`config.mk`:
```
export PLATFORM = sky130hd
export DESIGN_NAME = tomc_top
export DESIGN_NICKNAME = d
export VERILOG_FILES = /design/src/design/tomc_chan.v /design/src/design/tomc_top.v
export VERILOG_INCLUDE_DIRS = /design/src /design/src/design
export SDC_FILE = /design/constraint.sdc
export NUM_CORES = 1
export LEC_CHECK = 0
export ABC_AREA = 1
export BUFFER_PORTS_ARGS = -buffer_cell sky130_fd_sc_hd__buf_4
export CAP_MARGIN = 20
export CORE_UTILIZATION = 30
export DETAILED_ROUTE_END_ITERATION = 10
export PLACE_DENSITY_LB_ADDON = 0.1
export SETUP_SLACK_MARGIN = 0.5
export SLEW_MARGIN = 0
export SYNTH_ARGS = -nofsm -noshare
export SYNTH_HDL_FRONTEND = slang
export SYNTH_SLANG_ARGS = --single-unit
```
`constraint.sdc`:
```
create_clock -name pclk -period 2.03 [get_ports pclk]
set_input_delay 0.5075 -clock pclk [delete_from_list [all_inputs] [get_ports pclk]]
set_output_delay 0.5075 -clock pclk [all_outputs]
set_load 0.01 [all_outputs]
```
`src/design/tomc_regs.vh`:
```
// Register offsets, field positions, reset values and mode codes for the output-mode block
`ifndef TOMC_REGS_VH
`define TOMC_REGS_VH
`define TOMC_OFF_MODE_CTRL 12'h024
`define TOMC_OFF_MODE_EXT 12'h028
`define TOMC_OFF_CMP_A 12'h02C
`define TOMC_OFF_CMP_B 12'h030
`define TOMC_OFF_STATUS 12'h034
`define TOMC_OFF_PRESCALE 12'h038
`define TOMC_MODE_CTRL_RST 8'h00
`define TOMC_MODE_CTRL_MASK 8'hF3
`define TOMC_CHA_HI 7
`define TOMC_CHA_LO 6
`define TOMC_CHB_HI 5
`define TOMC_CHB_LO 4
`define TOMC_WGM_HI 1
`define TOMC_WGM_LO 0
`define TOMC_WGM_NORMAL 3'h0
`define TOMC_WGM_PC_MAX 3'h1
`define TOMC_WGM_CTC 3'h2
`define TOMC_WGM_FAST_MAX 3'h3
`define TOMC_WGM_PC_OCA 3'h5
`define TOMC_WGM_FAST_OCA 3'h7
`define TOMC_CNT_MAX 8'hFF
`define TOMC_CNT_BOTTOM 8'h00
`define TOMC_PRESCALE_RST 16'h0000
`endif

```
`src/design/tomc_chan.v`:
```
// One compare-output waveform channel
`timescale 1ns/1ps
`default_nettype none
module tomc_chan #(
  parameter CAN_TOGGLE_PWM = 1
) (
  input wire pclk,
  input wire presetn,
  input wire tick,
  input wire [1:0] out_mode,
  input wire [2:0] wgm,
  input wire is_fast,
  input wire is_pc,
  input wire match,
  input wire cmp_is_top,
  input wire at_bottom,
  input wire at_top,
  input wire counting_up,
  input wire force_match,
  output reg wave_q
);
  reg wave_d;
  always @*
  begin
    wave_d = wave_q;
    if (!is_fast && !is_pc)
    begin
      if ((match && tick) || force_match)
      begin
        case (out_mode)
          2'h1: wave_d = ~wave_q;
          2'h2: wave_d = 1'b0;
          2'h3: wave_d = 1'b1;
          default: wave_d = wave_q;
        endcase
      end
    end
    else if (tick)
    begin
      if (out_mode == 2'h1)
      begin
        // Toggle only with top-from-compare modes; other channel has it reserved
        if (CAN_TOGGLE_PWM != 0 && wgm[2] && match)
          wave_d = ~wave_q;
      end
      else if (out_mode[1] && is_fast)
      begin
        // Compare equal to top: match ignored, level set at bottom only
        if (at_bottom)
          wave_d = ~out_mode[0];
        else if (match && !cmp_is_top)
          wave_d = out_mode[0];
      end
      else if (out_mode[1] && is_pc)
      begin
        // Level at top equals the down-count action, keeping symmetry round bottom
        if (cmp_is_top && at_top)
          wave_d = ~out_mode[0];
        else if (match && !cmp_is_top)
          wave_d = counting_up ? out_mode[0] : ~out_mode[0];
      end
    end
  end
  always @(posedge pclk or negedge presetn)
  begin
    if (!presetn)
      wave_q <= 1'b0;
    else
      wave_q <= wave_d;
  end
endmodule // tomc_chan
`default_nettype wire

```
`src/design/tomc_top.v`:
```
// Output-mode control of an 8-bit timer with APB registers and two waveform pins
// Function
// - Nonzero mode field hands pin to waveform
// - Mode field meaning depends on waveform mode
// - Channel A non-PWM: off, toggle, clear, set
// - Channel B non-PWM: off, toggle, clear, set
// - Channel A fast PWM inverting or non-inverting
// - Channel A PWM 01 toggles only with top bit
// - Fast PWM compare at top: bottom action only
// - Channel A phase-correct up/down match actions
// - Phase-correct compare at top: act at top
// - Channel B fast PWM; 01 reserved
// - Channel B phase-correct; 01 reserved
// - Channel B compare at top: equal to current top value
// - Low two bits plus top bit select mode
// - Decode modes 0,1,2,3,5,7; 4,6 reserved
// - Bits 3 and 2 read zero
`timescale 1ns/1ps
`default_nettype none
`include "tomc_regs.vh"
module tomc_top #(
  parameter ADDR_W = 12
) (
  input wire pclk,
  input wire presetn,
  input wire psel,
  input wire penable,
  input wire pwrite,
  input wire [ADDR_W-1:0] paddr,
  input wire [31:0] pwdata,
  output reg [31:0] prdata,
  output reg pready,
  output reg pslverr,
  output reg chan_a_waveform_out,
  output reg chan_a_pin_owned,
  output reg chan_b_waveform_out,
  output reg chan_b_pin_owned
);
  // ****************************************
  // Registers
  // ****************************************
  reg [7:0] mode_ctrl_q;
  reg waveform_mode_top_bit_q;
  reg [7:0] chan_a_compare_value_q;
  reg [7:0] chan_b_compare_value_q;
  reg [15:0] prescale_q;
  reg [15:0] div_cnt_q;
  reg [7:0] count_q;
  reg up_q;
  reg [7:0] ocra_act_q;
  reg [7:0] ocrb_act_q;
  reg force_a_q;
  reg force_b_q;
  wire wave_a;
  wire wave_b;
  wire [1:0] chan_a_output_mode = mode_ctrl_q[`TOMC_CHA_HI:`TOMC_CHA_LO];
  wire [1:0] chan_b_output_mode = mode_ctrl_q[`TOMC_CHB_HI:`TOMC_CHB_LO];
  wire [1:0] waveform_mode_low_bits = mode_ctrl_q[`TOMC_WGM_HI:`TOMC_WGM_LO];
  wire [2:0] waveform_mode_select = {waveform_mode_top_bit_q, waveform_mode_low_bits};
  wire acc = psel && penable;
  wire wr = acc && pwrite;
  // ****************************************
  // Mode decode
  // ****************************************
  reg is_fast;
  reg is_pc;
  reg top_from_a;
  always @*
  begin
    is_fast = 1'b0;
    is_pc = 1'b0;
    top_from_a = 1'b0;
    case (waveform_mode_select)
      `TOMC_WGM_NORMAL: top_from_a = 1'b0;
      `TOMC_WGM_PC_MAX: is_pc = 1'b1;
      `TOMC_WGM_CTC: top_from_a = 1'b1;
      `TOMC_WGM_FAST_MAX: is_fast = 1'b1;
      `TOMC_WGM_PC_OCA:
      begin
        is_pc = 1'b1;
        top_from_a = 1'b1;
      end
      `TOMC_WGM_FAST_OCA:
      begin
        is_fast = 1'b1;
        top_from_a = 1'b1;
      end
      // Reserved codes behave as a stopped normal counter
      default: top_from_a = 1'b0;
    endcase
  end
  wire reserved_mode = (waveform_mode_select == 3'h4) || (waveform_mode_select == 3'h6);
  // ****************************************
  // Counter and tick divider
  // ****************************************
  // Compare by range so lowering the prescale never waits for a 16-bit wrap
  wire tick = (div_cnt_q >= prescale_q) && !reserved_mode;
  wire [7:0] top_val = top_from_a ? ocra_act_q : `TOMC_CNT_MAX;
  wire at_top = (count_q == top_val);
  wire at_bottom = (count_q == `TOMC_CNT_BOTTOM);
  wire match_a = (count_q == ocra_act_q);
  wire match_b = (count_q == ocrb_act_q);
  always @(posedge pclk or negedge presetn)
  begin
    if (!presetn)
    begin
      div_cnt_q <= 16'h0000;
      count_q <= 8'h00;
      up_q <= 1'b1;
      ocra_act_q <= 8'h00;
      ocrb_act_q <= 8'h00;
    end
    else
    begin
      div_cnt_q <= tick ? 16'h0000 : div_cnt_q + 16'h0001;
      // Double buffering keeps PWM glitch free; immediate load otherwise
      if (!is_fast && !is_pc)
      begin
        ocra_act_q <= chan_a_compare_value_q;
        ocrb_act_q <= chan_b_compare_value_q;
      end
      else if (tick && ((is_fast && at_top) || (is_pc && at_top)))
      begin
        ocra_act_q <= chan_a_compare_value_q;
        ocrb_act_q <= chan_b_compare_value_q;
      end
      if (tick)
      begin
        if (is_pc)
        begin
          if (at_top)
          begin
            up_q <= 1'b0;
            count_q <= count_q - 8'h01;
          end
          else if (at_bottom && !up_q)
          begin
            up_q <= 1'b1;
            count_q <= count_q + 8'h01;
          end
          else
            count_q <= up_q ? count_q + 8'h01 : count_q - 8'h01;
        end
        else
        begin
          up_q <= 1'b1;
          count_q <= at_top ? `TOMC_CNT_BOTTOM : count_q + 8'h01;
        end
      end
    end
  end
  // ****************************************
  // Register writes
  // ****************************************
  always @(posedge pclk or negedge presetn)
  begin
    if (!presetn)
    begin
      mode_ctrl_q <= `TOMC_MODE_CTRL_RST;
      waveform_mode_top_bit_q <= 1'b0;
      chan_a_compare_value_q <= 8'h00;
      chan_b_compare_value_q <= 8'h00;
      prescale_q <= `TOMC_PRESCALE_RST;
      force_a_q <= 1'b0;
      force_b_q <= 1'b0;
    end
    else
    begin
      force_a_q <= 1'b0;
      force_b_q <= 1'b0;
      if (wr && !pready)
      begin
        case (paddr)
          `TOMC_OFF_MODE_CTRL: mode_ctrl_q <= pwdata[7:0] & `TOMC_MODE_CTRL_MASK;
          `TOMC_OFF_MODE_EXT:
          begin
            waveform_mode_top_bit_q <= pwdata[0];
            // Force strobes act only outside PWM modes
            force_a_q <= pwdata[1] && !is_fast && !is_pc;
            force_b_q <= pwdata[2] && !is_fast && !is_pc;
          end
          `TOMC_OFF_CMP_A: chan_a_compare_value_q <= pwdata[7:0];
          `TOMC_OFF_CMP_B: chan_b_compare_value_q <= pwdata[7:0];
          `TOMC_OFF_PRESCALE: prescale_q <= pwdata[15:0];
          default: force_a_q <= 1'b0;
        endcase
      end
    end
  end
  // ****************************************
  // APB answer
  // ****************************************
  reg [31:0] rd_d;
  reg hit;
  always @*
  begin
    rd_d = 32'h00000000;
    hit = 1'b1;
    case (paddr)
      `TOMC_OFF_MODE_CTRL: rd_d = {24'h000000, mode_ctrl_q & `TOMC_MODE_CTRL_MASK};
      `TOMC_OFF_MODE_EXT: rd_d = {31'h00000000, waveform_mode_top_bit_q};
      `TOMC_OFF_CMP_A: rd_d = {24'h000000, chan_a_compare_value_q};
      `TOMC_OFF_CMP_B: rd_d = {24'h000000, chan_b_compare_value_q};
      `TOMC_OFF_STATUS: rd_d = {21'h000000, up_q, chan_b_waveform_out, chan_a_waveform_out, count_q};
      `TOMC_OFF_PRESCALE: rd_d = {16'h0000, prescale_q};
      default: hit = 1'b0;
    endcase
  end
  // One wait state: answer on the second access edge
  always @(posedge pclk or negedge presetn)
  begin
    if (!presetn)
    begin
      pready <= 1'b0;
      prdata <= 32'h00000000;
      pslverr <= 1'b0;
    end
    else
    begin
      pready <= acc && !pready;
      pslverr <= acc && !pready && !hit;
      prdata <= (acc && !pready && !pwrite) ? rd_d : 32'h00000000;
    end
  end
  // ****************************************
  // Channels and pin ownership
  // ****************************************
  tomc_chan #(.CAN_TOGGLE_PWM(1)) u_chan_a (
    .pclk(pclk),
    .presetn(presetn),
    .tick(tick),
    .out_mode(chan_a_output_mode),
    .wgm(waveform_mode_select),
    .is_fast(is_fast),
    .is_pc(is_pc),
    .match(match_a),
    .cmp_is_top(top_from_a || ocra_act_q == `TOMC_CNT_MAX),
    .at_bottom(at_bottom),
    .at_top(at_top),
    .counting_up(up_q),
    .force_match(force_a_q),
    .wave_q(wave_a)
  );
  tomc_chan #(.CAN_TOGGLE_PWM(0)) u_chan_b (
    .pclk(pclk),
    .presetn(presetn),
    .tick(tick),
    .out_mode(chan_b_output_mode),
    .wgm(waveform_mode_select),
    .is_fast(is_fast),
    .is_pc(is_pc),
    .match(match_b),
    .cmp_is_top(ocrb_act_q == top_val),
    .at_bottom(at_bottom),
    .at_top(at_top),
    .counting_up(up_q),
    .force_match(force_b_q),
    .wave_q(wave_b)
  );
  // Pin driver still needs the port direction bit outside this block
  always @(posedge pclk or negedge presetn)
  begin
    if (!presetn)
    begin
      chan_a_waveform_out <= 1'b0;
      chan_b_waveform_out <= 1'b0;
      chan_a_pin_owned <= 1'b0;
      chan_b_pin_owned <= 1'b0;
    end
    else
    begin
      chan_a_waveform_out <= wave_a;
      chan_b_waveform_out <= wave_b;
      chan_a_pin_owned <= |chan_a_output_mode;
      chan_b_pin_owned <= |chan_b_output_mode;
    end
  end
endmodule // tomc_top
`default_nettype wire

```
==> flow_summary_export.csv <==
group,metric,value,unit
global_routing,grt_pass1_wl,30.8,mm
timing,worst_slack,-72.0,ps
final_layout,nets,1033,
yosys,synth_warnings,0,
detailed_routing,drc,0,
global_routing,antenna_found_initial,0,
clock_tree,cts_buffers,9,
timing,max_freq,0.476,GHz
timing,relSlewSlack,0.560,
clock_tree,clk_pin_slew,90,ps
worst_setup_path,worstPathRequired,2270,ps
hold_path,worstHoldStart,"pwdata[12]",
power_and_ir_drop,power.internal,3.72,mW
global_routing,grt_max_degree,98,
yosys,ys_types,38,
placed_design,hpwlAfterDp,14.7,mm
global_routing,track_usage,0.197,
worst_setup_path,cp_max_fo,4,
yosys,yosysSeqAreaShare,0.435,
detailed_routing,wl_per_cell,16.3,um
worst_setup_path,worstSetupPathType,"flop to flop",
die,die_h,145,um
global_routing,grt_pass1_vias,5646,
timing,layout_min_cycle_time,2100,ps
yosys,synth-edff-count,0,
detailed_routing,ant_nets,0,
detailed_routing,drt_wl_total,20.1,mm
die,die_w,145,um
yosys,avgSynthCellArea,7.73,um2
timing,slew_viol_final,0,
hold_path,worstHoldEndpoint,"prescale_q[12]",
detailed_routing,drtIter0Drc,305,
final_layout,drive_gt1_frac,0.389,
timing,rsz0062_at_grt,"true",
worst_setup_path,reg2reg_slack,-70,ps
worst_setup_path,reg2reg_to,"u_chan_a.wave_q",
placed_design,port_buffers,54,
clock_tree,clk_latency,370,ps
power_and_ir_drop,pwr-share-comb,0.239,
placed_design,gp_congestion,0.861,
power_and_ir_drop,p_clk_frac,0.348,
yosys,netlist_instances,790,
timing,period_share,1.04,
detailed_routing,num_vias,5792,
timing,setup_tns,-176,ps
yosys,synth_area,6110,um2
power_and_ir_drop,p_switching,1.85,mW
final_layout,n_antenna_cell,0,
hold_path,hold_depth,2,
die,initial_core_util,0.310,
final_layout,areaGrowthSynthToFinish,49.3,%
die,dieArea,20900,um2
clock_tree,cts_tree,"done",
power_and_ir_drop,max-vdd-ir-drop,0.483,mV
die,core_area,19700,um2
timing,finalHoldViolations,0,
yosys,synth_seq_cells,106,
worst_setup_path,worst_setup_path_end_kind,"flop",
detailed_routing,dr.pass1.iters,5,
run_status,violations,"negative setup slack",
die,fp-row-count,51,
yosys,yosys_most_used_dff,"dfrtp_1",
worst_setup_path,r2r_start,"prescale_q[13]",
worst_setup_path,rr_worst_depth,11,
final_layout,nFillCells,1956,
power_and_ir_drop,seqPwrFrac,0.412,
timing,setup_viol,6,
timing,finClkSkew,17.1,ps
final_layout,finalCoreUtilization,0.462,
clock_tree,htreeDepth,3,
power_and_ir_drop,p_leak,4.20,nW
timing,worstMarginPinSlew,653,ps
detailed_routing,viasPerCell,4.72,
run,drv_cap,0,
power_and_ir_drop,switching_share,0.332,
hold_path,hold_class,"primary input to flop",
clock_tree,cts_root_buffer,"clkbuf_16",
global_routing,grt_overflow,0,
yosys,synthArstFlopShare,1.00,
run_status,status,"complete, but fails checks",
worst_setup_path,arrival,2340,ps
die,ioPinCount,87,
power_and_ir_drop,power_density,612,nW/um2
clock_tree,clock_sinks,106,
clock_tree,cts_buffer_depth,2,
worst_setup_path,setup.worst_path.start_class,"flop",
[per-layer routing]
metal,share of wire,up-vias,track usage
met1,0.47,2785,0.273
met2,0.48,97,0.320
met5,0,-,0
met4,0.019,0,0.0604
met3,0.030,22,0.0250
li1,-,2888,-
[worst max-delay path: stages, from the launching register on]
cell and delay [ps]:
dfrtp_1 360, inv_2 70, ha_4 290, nand2_4 60, nor4_4 340, nand2_1 150
nand3_4 150, nand2_8 90, o21bai_2 180, a21oi_2 90, o21ai_2 130, nand2_1 60
[registers in the layout (all words and copies together) (netlist names)]
signal / count
force_a_q: 1
count_q: 8
div_cnt_q: 16
up_q: 1
prdata: 16
ocrb_act_q: 8
prescale_q: 16
pready: 1
u_chan_b.wave_q: 1
chan_a_waveform_out: 1
force_b_q: 1
chan_a_compare_value_q: 8
mode_ctrl_q: 6
chan_b_pin_owned: 1
chan_a_pin_owned: 1
chan_b_compare_value_q: 8
chan_b_waveform_out: 1
waveform_mode_top_bit_q: 1
pslverr: 1
u_chan_a.wave_q: 1
ocra_act_q: 8
[cell usage in the layout (no fill, tap or decap), drive strengths merged, types with 3 or more instances in the layout]
cell type  netlist  routed
ha              26      26
clkinv           3      10
a221oi           8       8
inv             99      98
nor2            62      62
conb             1      16
nor3            18      18
nand3           34      34
o22ai            8       8
dfrtp          105     105
o21ai           80      80
buf             25     173
nand2          216     217
mux2             9       9
a21oi           30      30
nor4             3       3
nand4           18      18
clkbuf          11      12
xnor2           10      10
xor2            11      11
[cells by family after synthesis]
kind of cell	Yosys count	synth area share
simple gates	354	0.244
buf+inv	138	0.0992
compound gates	135	0.122
flops	106	0.435
fa+ha+maj	26	0.0533
xor+xnor	21	0.0301
mux	9	0.0166
other cells	1	0.000614
[repair_timing]
action	CTS	global route
setup buffers	14	17
setup endpoints to repair	94	91
hold buffers	1	0
pin swaps	28	48
cloned	3	4
endpoints found under the hold margin	8	0
resized for setup	59	151
[worst max path at each step]
stage                                        from              end  slack [ps]  cells past startpoint
final                              prescale_q[13]  u_chan_a.wave_q         -70                     11
after global routing      waveform_mode_top_bit_q  u_chan_b.wave_q        -210                     17
after CTS                          prescale_q[11]  u_chan_a.wave_q         -40                     11
after detailed placement           prescale_q[11]       count_q[1]        -110                     11
after global placement             prescale_q[11]       count_q[1]        -130                     11
after floorplan                      div_cnt_q[9]  u_chan_a.wave_q         130                     11
[cell type report]
type	instances	area, um2	area share
well taps	265	332	0.0364
clock buffers	9	225	0.0247
flip-flops and latches	106	2660	0.291
repair buffers	177	1550	0.170
multi-input cells	562	3810	0.418
inverters	102	433	0.0475
clock inverters	7	113	0.0124
[cells in the mapped netlist, types with 9 or more instances]
cell type / number / area share
nand2_1: 208 / 0.13
nor2_1: 60 / 0.037
inv_1: 96 / 0.059
xor2_1: 11 / 0.016
buf_4: 20 / 0.025
a21oi_1: 29 / 0.024
nand4_1: 18 / 0.018
clkbuf_1: 11 / 0.0068
nand3_1: 33 / 0.027
xnor2_1: 10 / 0.014
o21ai_0: 64 / 0.052
ha_1: 26 / 0.053
nor3_1: 17 / 0.014
o21ai_1: 15 / 0.012
dfrtp_1: 105 / 0.43
mux2_2: 9 / 0.017
[through the flow]
step	total power [mW]	hold slack (ps)	worst slack [ps]	std cells	area (um2)
after floorplan	3.04	212	128	805	6410
after global placement	3.57	356	-129	1173	7540
after detailed placement	3.59	357	-114	1173	7540
after CTS	5.58	353	-39.5	1207	8290
after global routing	5.88	360	-211	1228	9110
final	5.58	364	-72.0	1228	9110
[power by group through the flow]
stage | logic, mW | clock network, mW | registers, mW
final | 1.33 | 1.94 | 2.30
after global routing | 1.49 | 2.07 | 2.31
after CTS | 1.28 | 2.00 | 2.30
after detailed placement | 1.25 | 0 | 2.34
after global placement | 1.23 | 0 | 2.34
after floorplan | 0.789 | 0 | 2.25
(Power assumes the default switching activity.)
